--- src/common/msc_defs.svh ---
/*
 * constants for the machine safety control core.
 * assumes inclusion by bare name from any design or bench file.
 */
`ifndef MSC_DEFS_SVH
`define MSC_DEFS_SVH

// ************************************************************
// stop category codes
// ************************************************************
`define MSC_CAT0     2'h0
`define MSC_CAT1     2'h1
`define MSC_CAT2     2'h2
`define MSC_CAT_BAD  2'h3

// ************************************************************
// timing
// ************************************************************
`define MSC_CLK_HZ    32'h05F5_E100
`define MSC_MS_PER_S  32'h0000_03E8
`define MSC_TH_WIN_MS 32'h0000_01F4

`endif

--- src/common/msc_pkg.sv ---
/*
 * types shared by the machine safety control core and its bench.
 * assumes nothing of its surroundings.
 */
package msc_pkg;

    // ************************************************************
    // modes and states
    // ************************************************************
    typedef enum logic [2:0] {
        MSC_MODE_NORMAL,
        MSC_MODE_HOLD,
        MSC_MODE_TH1,
        MSC_MODE_TH2,
        MSC_MODE_TH3
    } msc_mode_e;

    typedef enum logic [1:0] {
        MSC_ST_IDLE,
        MSC_ST_RUN,
        MSC_ST_CSTOP,
        MSC_ST_HELD
    } msc_state_e;

    // ************************************************************
    // carriers
    // ************************************************************
    typedef struct packed {
        msc_mode_e   mode;
        logic [1:0]  stop_cat;
        logic        estop_cat1;
        logic        en_use;
    } msc_cfg_s;

    typedef struct packed {
        logic power;
        logic motion;
        logic ctrl_stop;
    } msc_act_s;

endpackage : msc_pkg

--- src/hdl/msc_top.sv ---
/*
 * start, stop, emergency stop, emergency switching off, hold-to-run,
 * two-hand and enabling control for one machine, several stations.
 * assumes: operator and feedback pins asynchronous; cfg and masks
 * come from logic on clk_sys and change only between operations.
 */
`timescale 1ns/10ps
`include "msc_defs.svh"

// How it works
// - start only while safety feedback reports all protective measures operational
// - multi-station start needs all starts released, then all pressed together
// - any active stop beats a simultaneous start
// - stop button of a station acts when its stop_en bit is set
// - protective stop clearing restarts two-hand type I with both hands held; other modes need a fresh start
// - normal stops run as category 0, 1 or 2 per configuration
// - emergency latch holds after actuator release until reset
// - only the raising station's reset clears its emergency latch
// - emergency reset re-arms; two-hand type I with both hands held restarts, other modes need a separate start
// - no restart while any emergency stop latch is set
// - supply stays off while any switching-off latch is set
// - emergency stop is category 0 or 1 only
// - emergency stop overrides every function in every mode
// - switching off removes supply, a category 0 stop of actuators
// - hold-to-run runs only while the hold input stays asserted
// - two-hand runs only while both hands stay asserted
// - two-hand types II and III need both hands released first
// - type III second hand must follow within 0,5 s
// - missed type III window waits for both hands released
// - enabling only permits; the start control initiates
// - enabling dropped stops and blocks initiation
// - enabling must be seen inactive before re-initiation
// - mode change alone starts only two-hand type I with both hands held; other modes need a separate start
module msc_top #(
    parameter int          N_STN      = 2,
    parameter int unsigned TH_WIN_CYC = `MSC_CLK_HZ / `MSC_MS_PER_S * `MSC_TH_WIN_MS
) (
    // clock and reset
    input  wire logic              clk_sys,
    input  wire logic              rstn,
    // station pins, asynchronous
    input  wire logic [N_STN-1:0]  start_pb,
    input  wire logic [N_STN-1:0]  stop_pb,
    input  wire logic [N_STN-1:0]  estop_pb,
    input  wire logic [N_STN-1:0]  esw_pb,
    input  wire logic [N_STN-1:0]  reset_pb,
    // machine pins, asynchronous
    input  wire logic              hand_a,
    input  wire logic              hand_b,
    input  wire logic              enable_in,
    input  wire logic              hold_in,
    input  wire logic              prot_stop,
    input  wire logic              safety_ok,
    input  wire logic              stop_done,
    // configuration
    input  wire msc_pkg::msc_cfg_s cfg,
    input  wire logic [N_STN-1:0]  stop_en,
    input  wire logic [N_STN-1:0]  start_req,
    // actuators and status
    output msc_pkg::msc_act_s      act_q,
    output logic                   supply_on_q,
    output logic [N_STN-1:0]       estop_lat_q,
    output logic [N_STN-1:0]       esw_lat_q,
    output logic                   cfg_err_q
);

    localparam int PW = 5 * N_STN + 7;
    localparam int TW = $clog2(TH_WIN_CYC + 1);

    generate
        if (N_STN < 1 || TH_WIN_CYC < 1)
        begin : g_bad_param
            $error("msc_top: N_STN and TH_WIN_CYC must be at least 1");
        end
    endgenerate

    // ************************************************************
    // pin synchroniser
    // ************************************************************
    logic [PW-1:0] raw;
    logic [PW-1:0] sy1_q;
    logic [PW-1:0] sy2_q;

    assign raw = {start_pb, stop_pb, estop_pb, esw_pb, reset_pb, hand_a, hand_b,
                  enable_in, hold_in, prot_stop, safety_ok, stop_done};

    always_ff @(posedge clk_sys or negedge rstn)
    begin
        if (!rstn)
        begin
            sy1_q <= '0;
            sy2_q <= '0;
        end
        else
        begin
            sy1_q <= raw;
            sy2_q <= sy1_q;
        end
    end

    logic [N_STN-1:0] start_s;
    logic [N_STN-1:0] stop_s;
    logic [N_STN-1:0] estop_s;
    logic [N_STN-1:0] esw_s;
    logic [N_STN-1:0] rst_s;
    logic             ha_s;
    logic             hb_s;
    logic             enable_s;
    logic             hold_s;
    logic             prot_s;
    logic             safe_s;
    logic             done_s;

    assign {start_s, stop_s, estop_s, esw_s, rst_s, ha_s, hb_s,
            enable_s, hold_s, prot_s, safe_s, done_s} = sy2_q;

    // ************************************************************
    // emergency latches
    // ************************************************************
    // latch sets win over a same-station reset
    always_ff @(posedge clk_sys or negedge rstn)
    begin
        if (!rstn)
        begin
            estop_lat_q <= '0;
            esw_lat_q   <= '0;
        end
        else
        begin
            estop_lat_q <= estop_s | (estop_lat_q & ~rst_s);
            esw_lat_q   <= esw_s | (esw_lat_q & ~rst_s);
        end
    end

    logic estop_any;
    logic esw_any;

    assign estop_any = |(estop_lat_q | estop_s);
    assign esw_any   = |(esw_lat_q | esw_s);

    always_ff @(posedge clk_sys or negedge rstn)
    begin
        if (!rstn)
            supply_on_q <= 1'b0;
        else
            supply_on_q <= !esw_any;
    end

    // ************************************************************
    // mode tracking and permits
    // ************************************************************
    msc_pkg::msc_mode_e  mode_q;
    msc_pkg::msc_state_e st_q;
    msc_pkg::msc_state_e st_d;
    logic                keep_q;
    logic                keep_d;
    logic                mode_chg;
    logic                stop_any_s;
    logic                permit;
    logic                go_run;

    assign mode_chg   = cfg.mode != mode_q;
    assign stop_any_s = |(stop_s & stop_en) || prot_s;
    assign go_run     = st_q != msc_pkg::MSC_ST_RUN && st_d == msc_pkg::MSC_ST_RUN;

    always_ff @(posedge clk_sys or negedge rstn)
    begin
        if (!rstn)
            mode_q <= msc_pkg::MSC_MODE_NORMAL;
        else
            mode_q <= cfg.mode;
    end

    // ************************************************************
    // initiation arms
    // ************************************************************
    logic st_arm_q;
    logic hold_arm_q;
    logic th_arm_q;
    logic en_arm_q;
    logic start_rel;
    logic start_all;
    logic both;
    logic none;
    logic one_hand;
    logic stop_rq;

    assign start_rel = ~|(start_s & start_req);
    assign start_all = &(start_s | ~start_req) && |start_req;
    assign both      = ha_s && hb_s;
    assign none      = !ha_s && !hb_s;
    assign one_hand  = ha_s ^ hb_s;

    // clearing on any stop forces a release after protective stops
    always_ff @(posedge clk_sys or negedge rstn)
    begin
        if (!rstn)
            st_arm_q <= 1'b0;
        else if (go_run || mode_chg || stop_rq)
            st_arm_q <= 1'b0;
        else if (start_rel)
            st_arm_q <= 1'b1;
    end

    always_ff @(posedge clk_sys or negedge rstn)
    begin
        if (!rstn)
            hold_arm_q <= 1'b0;
        else if (go_run || mode_chg || !permit)
            hold_arm_q <= 1'b0;
        else if (!hold_s)
            hold_arm_q <= 1'b1;
    end

    always_ff @(posedge clk_sys or negedge rstn)
    begin
        if (!rstn)
            th_arm_q <= 1'b0;
        else if (go_run || mode_chg || !permit)
            th_arm_q <= 1'b0;
        else if (none)
            th_arm_q <= 1'b1;
    end

    always_ff @(posedge clk_sys or negedge rstn)
    begin
        if (!rstn)
            en_arm_q <= 1'b0;
        else if (go_run)
            en_arm_q <= 1'b0;
        else if (!enable_s)
            en_arm_q <= 1'b1;
    end

    // ************************************************************
    // two-hand window
    // ************************************************************
    logic [TW-1:0] th_cnt_q;
    logic          th_late_q;

    always_ff @(posedge clk_sys or negedge rstn)
    begin
        if (!rstn)
            th_cnt_q <= '0;
        else if (none)
            th_cnt_q <= '0;
        else if (one_hand && th_cnt_q != TW'(TH_WIN_CYC))
            th_cnt_q <= th_cnt_q + TW'(1);
    end

    always_ff @(posedge clk_sys or negedge rstn)
    begin
        if (!rstn)
            th_late_q <= 1'b0;
        else if (one_hand && th_cnt_q == TW'(TH_WIN_CYC))
            th_late_q <= 1'b1;
        else if (none)
            th_late_q <= 1'b0;
    end

    // ************************************************************
    // initiation and continuation per mode
    // ************************************************************
    logic init;
    logic cont;
    logic en_init;
    logic en_cont;

    assign en_init = !cfg.en_use || (enable_s && en_arm_q);
    assign en_cont = !cfg.en_use || enable_s;

    always_comb
    begin
        init = 1'b0;
        cont = 1'b0;
        case (mode_q)
            msc_pkg::MSC_MODE_NORMAL:
            begin
                init = start_all && st_arm_q;
                cont = 1'b1;
            end
            msc_pkg::MSC_MODE_HOLD:
            begin
                init = hold_s && hold_arm_q;
                cont = hold_s;
            end
            msc_pkg::MSC_MODE_TH1:
            begin
                init = both;
                cont = both;
            end
            msc_pkg::MSC_MODE_TH2:
            begin
                init = both && th_arm_q;
                cont = both;
            end
            msc_pkg::MSC_MODE_TH3:
            begin
                init = both && th_arm_q && !th_late_q;
                cont = both;
            end
            default:
            begin
                init = 1'b0;
                cont = 1'b0;
            end
        endcase
    end

    // safety feedback and enabling gate every start
    assign permit  = safe_s && !estop_any && !esw_any && !stop_any_s && en_cont;
    assign stop_rq = !permit || !cont || mode_chg;

    // ************************************************************
    // run and stop sequencing
    // ************************************************************
    logic [1:0] cat_eff;

    // an unusable category falls back to the safest stop
    assign cat_eff = (cfg.stop_cat == `MSC_CAT_BAD) ? `MSC_CAT0 : cfg.stop_cat;

    always_comb
    begin
        st_d   = st_q;
        keep_d = keep_q;
        case (st_q)
            msc_pkg::MSC_ST_IDLE, msc_pkg::MSC_ST_HELD:
            begin
                if (esw_any || estop_any)
                    st_d = msc_pkg::MSC_ST_IDLE;
                else if (permit && init && en_init && !mode_chg)
                    st_d = msc_pkg::MSC_ST_RUN;
            end
            msc_pkg::MSC_ST_RUN:
            begin
                if (esw_any || (estop_any && !cfg.estop_cat1))
                    st_d = msc_pkg::MSC_ST_IDLE;
                else if (estop_any)
                begin
                    st_d   = msc_pkg::MSC_ST_CSTOP;
                    keep_d = 1'b0;
                end
                else if (stop_rq)
                begin
                    if (cat_eff == `MSC_CAT0)
                        st_d = msc_pkg::MSC_ST_IDLE;
                    else
                    begin
                        st_d   = msc_pkg::MSC_ST_CSTOP;
                        keep_d = cat_eff == `MSC_CAT2;
                    end
                end
            end
            msc_pkg::MSC_ST_CSTOP:
            begin
                if (esw_any || (estop_any && !cfg.estop_cat1))
                    st_d = msc_pkg::MSC_ST_IDLE;
                else
                begin
                    if (estop_any)
                        keep_d = 1'b0;
                    if (done_s)
                        st_d = keep_d ? msc_pkg::MSC_ST_HELD : msc_pkg::MSC_ST_IDLE;
                end
            end
            default:
                st_d = msc_pkg::MSC_ST_IDLE;
        endcase
    end

    function automatic msc_pkg::msc_act_s act_of(input msc_pkg::msc_state_e s);
        msc_pkg::msc_act_s a;
        a.power     = s != msc_pkg::MSC_ST_IDLE;
        a.motion    = s == msc_pkg::MSC_ST_RUN;
        a.ctrl_stop = s == msc_pkg::MSC_ST_CSTOP;
        return a;
    endfunction : act_of

    always_ff @(posedge clk_sys or negedge rstn)
    begin
        if (!rstn)
        begin
            st_q   <= msc_pkg::MSC_ST_IDLE;
            keep_q <= 1'b0;
            act_q  <= '0;
        end
        else
        begin
            st_q   <= st_d;
            keep_q <= keep_d;
            act_q  <= act_of(st_d);
        end
    end

    always_ff @(posedge clk_sys or negedge rstn)
    begin
        if (!rstn)
            cfg_err_q <= 1'b0;
        else
            cfg_err_q <= cfg.stop_cat == `MSC_CAT_BAD;
    end
endmodule : msc_top
--- config.mk ---
export PLATFORM = sky130hd
export DESIGN_NAME = msc_top
export DESIGN_NICKNAME = d
export VERILOG_FILES = /design/src/common/msc_pkg.sv /design/src/hdl/msc_top.sv
export VERILOG_INCLUDE_DIRS = /design/src /design/src/common
export SDC_FILE = /design/constraint.sdc
export NUM_CORES = 1
export LEC_CHECK = 0
export ABC_AREA = 0
export CAP_MARGIN = 30
export CORE_UTILIZATION = 33
export DETAILED_ROUTE_END_ITERATION = 10
export DONT_BUFFER_PORTS = 1
export HOLD_SLACK_MARGIN = 0.05
export SETUP_SLACK_MARGIN = 0.4
export SYNTH_ARGS = -nofsm -noshare
export SYNTH_HDL_FRONTEND = slang
export SYNTH_SLANG_ARGS = --single-unit
--- constraint.sdc ---
create_clock -name clk_sys -period 2.45 [get_ports clk_sys]
set_input_delay 0.3675 -clock clk_sys [delete_from_list [all_inputs] [get_ports clk_sys]]
set_output_delay 0.3675 -clock clk_sys [all_outputs]
set_load 0.02 [all_outputs]
==> impl_metrics.env <==
export IMPL_setup_tns_ps=0
export IMPL_antennaDiodeCount=0
export IMPL_portBuffers=0
export IMPL_synth_top_family_by_area="simple AND/OR/NAND/NOR gates"
export IMPL_fin_worst_skew_ps=15.6
export IMPL_grt_pass1_wl_um=11100
export IMPL_dieArea_mm2=0.0108
export IMPL_dp_slack_ps=99.7
export IMPL_avgSynthCellArea_um2=11.5
export IMPL_synth_compound_area_frac=0.0821
export IMPL_ys_seq_area_frac=0.581
export IMPL_crit_chain="xnor2_1 > nand3_2 > nor4_4 > buf_4 > o221ai_4 > a211oi_4 > nor4b_2"
export IMPL_design_core_area_mm2=0.00995
export IMPL_critPathKind="reg -> reg"
export IMPL_yosys_top_cells_area="dfrtp_1 (58%), nor2_1 (3.9%), xnor2_1 (3.6%)"
export IMPL_end_kind="flop"
export IMPL_rows=36
export IMPL_wire_per_inst_um=14.1
export IMPL_gr_usage_met3=0.0457
export IMPL_status="finished with violations"
export IMPL_antenna_found_initial=0
export IMPL_clkTransAtPathRegs_ps=90
export IMPL_yosys_area_top_type_share=0.581
export IMPL_htree_levels=3
export IMPL_yosys_warnings=0
export IMPL_synth_ff_type="dfrtp_1"
export IMPL_r2r_start="mode_q[1]$_DFF_PN0_"
export IMPL_yosys_area_share_xor_xnor=0.0661
export IMPL_power_density_mw_per_mm2=654
export IMPL_drc=0
export IMPL_drt_vias_per_instance=4.86
export IMPL_power_mw=2.76
export IMPL_insertion_delay_ps=360
export IMPL_period_minus_slack_ps=2050
export IMPL_hpwl_um=4340
export IMPL_cts_inserted_buffers=9
export IMPL_setup_viol=0
export IMPL_die_h_um=104
export IMPL_numClockSinks=80
export IMPL_fin_nets=374
export IMPL_wl_um=6680
export IMPL_grt_pass1_vias=2343
export IMPL_crit_family="simple AND/OR/NAND/NOR gates"
export IMPL_synth_mux_area_frac=0.0116
export IMPL_min_period_over_period=0.835
export IMPL_tightest_slew_ps=630
export IMPL_cts_root_buf="clkbuf_8"
export IMPL_final_antenna_net_count=0
export IMPL_via_count=2302
export IMPL_grt_max_degree=81
export IMPL_cpPeakStageDelay_ps=480
export IMPL_synth_edf_count=0
export IMPL_r2r_cells=7
export IMPL_vdd_drop_max_uv=342
export IMPL_r2r_slack_ps=400
export IMPL_grt_setup_unrepaired="yes"
export IMPL_hold_class="in -> async"
export IMPL_ys_types=51
export IMPL_crit_path_max_fanout=9
export IMPL_timing_fmax_mhz=489
export IMPL_holdWs_ps=-304
export IMPL_grtUsageTotal=0.130
export IMPL_hold_viol_final=80
export IMPL_synthArstFlopShare=1.00
export IMPL_reg2reg_to="st_arm_q$_DFFE_PN0P_"
export IMPL_dr_pass1_iters=4
export IMPL_power_leakage_nw=1.79
export IMPL_drt_first_iter_violations=138
export IMPL_path_buf_inv=1
export IMPL_critPathLaunchType="flop"
export IMPL_slew_viol_final=0
export IMPL_holdBufCountCts=20
export IMPL_ios=39
export IMPL_syn_inst=299
export IMPL_drive_gt1_frac=0.179
export IMPL_met2_usage=0.213
export IMPL_crit_cells=7
export IMPL_synthAdderAreaFrac=0.0291
export IMPL_start_util=0.346
export IMPL_fin_ws_ps=404
export IMPL_failed_checks="negative hold slack"
export IMPL_die_w_um=104
export IMPL_worstPathArrival_ps=2280
export IMPL_clock_path_buffers=2
export IMPL_ys_ff_latch=80
export IMPL_busiest_layer="met2"
export IMPL_grt_overflow=0
export IMPL_syn_nets=337
export IMPL_synth_top_area_cell="dfrtp_1"
export IMPL_gp_congestion=0.779
export IMPL_slew_headroom=0.579
export IMPL_cap_violations=0
export IMPL_grtUsageMet1=0.157
export IMPL_cp_required_ps=2690
export IMPL_cpMaxStageDelayCell="dfrtp_2"
export IMPL_synthSimpleGateAreaFrac=0.204
export IMPL_tritoncts="yes"
export IMPL_syn_to_final_growth_pct=22.6
export IMPL_netlist_area_mm2=0.00344
-- cell usage in the layout, fill, tap and decap left out, types with 3 or more instances in the layout --
| cell type | n |
|---|---|
| a21o_1 | 3 |
| a21oi_1 | 5 |
| and2_1 | 3 |
| buf_4 | 12 |
| bufinv_16 | 3 |
| clkbuf_8 | 9 |
| dfrtp_1 | 75 |
| dfrtp_2 | 5 |
| dlygate4sd3_1 | 20 |
| ha_1 | 7 |
| inv_1 | 15 |
| mux2i_1 | 4 |
| nand2_1 | 13 |
| nand3_1 | 16 |
| nand4_1 | 9 |
| nor2_1 | 35 |
| nor2b_1 | 4 |
| nor3_1 | 7 |
| nor4_4 | 4 |
| o211ai_1 | 3 |
| o21ai_0 | 6 |
| or3_1 | 3 |
| xnor2_1 | 12 |
| xor2_1 | 12 |
-- Yosys cell counts (4+ instances only) --
cell     count
mux2i_1      4
o21ai_0      6
xnor2_1     14
a21oi_1      7
ha_1         8
nor2_1      36
nand3_1     18
nand4_1      9
nor2b_1      4
buf_2        4
nand2_1     13
xor2_1      12
nor3_1       8
dfrtp_1     80
inv_1       15
-- where the power goes --
part | switching, mW | internal (mW) | total, mW
combinational | 0.0773 | 0.0899 | 0.167
clock | 0.475 | 0.674 | 1.15
sequential | 0.0665 | 1.38 | 1.45
-- final cells by class --
| type | instances | area [um^2] |
|---|---|---|
| Fill cell | 925 | 5730 |
| Clock buffer | 10 | 128 |
| Sequential cell | 80 | 2010 |
| Inverter | 15 | 56.3 |
| Tap cell | 133 | 166 |
| Multi-Input combinational cell | 197 | 1460 |
| Clock inverter | 6 | 108 |
| Timing Repair Buffer | 33 | 302 |
-- per-stage QoR --
stage	util	instance area, um^2	cells
after floorplan	-	3440	299
after global placement	0.362	3610	429
after detailed placement	0.362	3610	429
after CTS	0.412	4100	468
after global routing	0.424	4220	474
final	0.424	4220	474
-- how the worst max path moves through the flow --
stage | startpoint | end | slack (ps)
after floorplan | estop_lat_q[1]$_DFF_PN0_ | st_arm_q$_DFFE_PN0P_ | 410
after global placement | estop_lat_q[1]$_DFF_PN0_ | st_arm_q$_DFFE_PN0P_ | 210
after global routing | mode_q[1]$_DFF_PN0_ | hold_arm_q$_DFFE_PN0P_ | 290
after detailed placement | estop_lat_q[1]$_DFF_PN0_ | st_arm_q$_DFFE_PN0P_ | 100
after CTS | esw_lat_q[0]$_DFF_PN0_ | st_arm_q$_DFFE_PN0P_ | 380
final | mode_q[1]$_DFF_PN0_ | st_arm_q$_DFFE_PN0P_ | 400
-- flip-flops by register name, indices dropped and copies added (netlist names) --
name / flops
act_q: 3
cfg_err_q: 1
en_arm_q: 1
estop_lat_q: 2
esw_lat_q: 2
hold_arm_q: 1
keep_q: 1
mode_q: 3
st_arm_q: 1
st_q: 2
supply_on_q: 1
sy1_q: 17
sy2_q: 17
th_arm_q: 1
th_cnt_q: 26
th_late_q: 1
-- logic make-up (layout without fill, tap and decap cells) --
family | count (synthesis) | in the layout
DFF | 80 | 80
adders and majority gates | 8 | 8
muxes | 4 | 4
AOI/OAI and AO/OA | 37 | 37
and+or+nand+nor | 122 | 122
xor gates and xnor gates | 26 | 26
buffers and inverters | 22 | 64
-- per-layer routing --
metal / routed length (um) / up-vias
met3: 270 / 12
met5: 0 / -
li1: - / 1113
met4: 133 / 0
met2: 3260 / 38
met1: 3020 / 1139
-- what timing repair did --
item                                   CTS  global route
buffers inserted                         3             6
endpoints found under the hold margin  100            80
setup endpoints to repair                8            19
resized for setup                        6            19
pin swaps                                7             5
(Power assumes the default switching activity.)
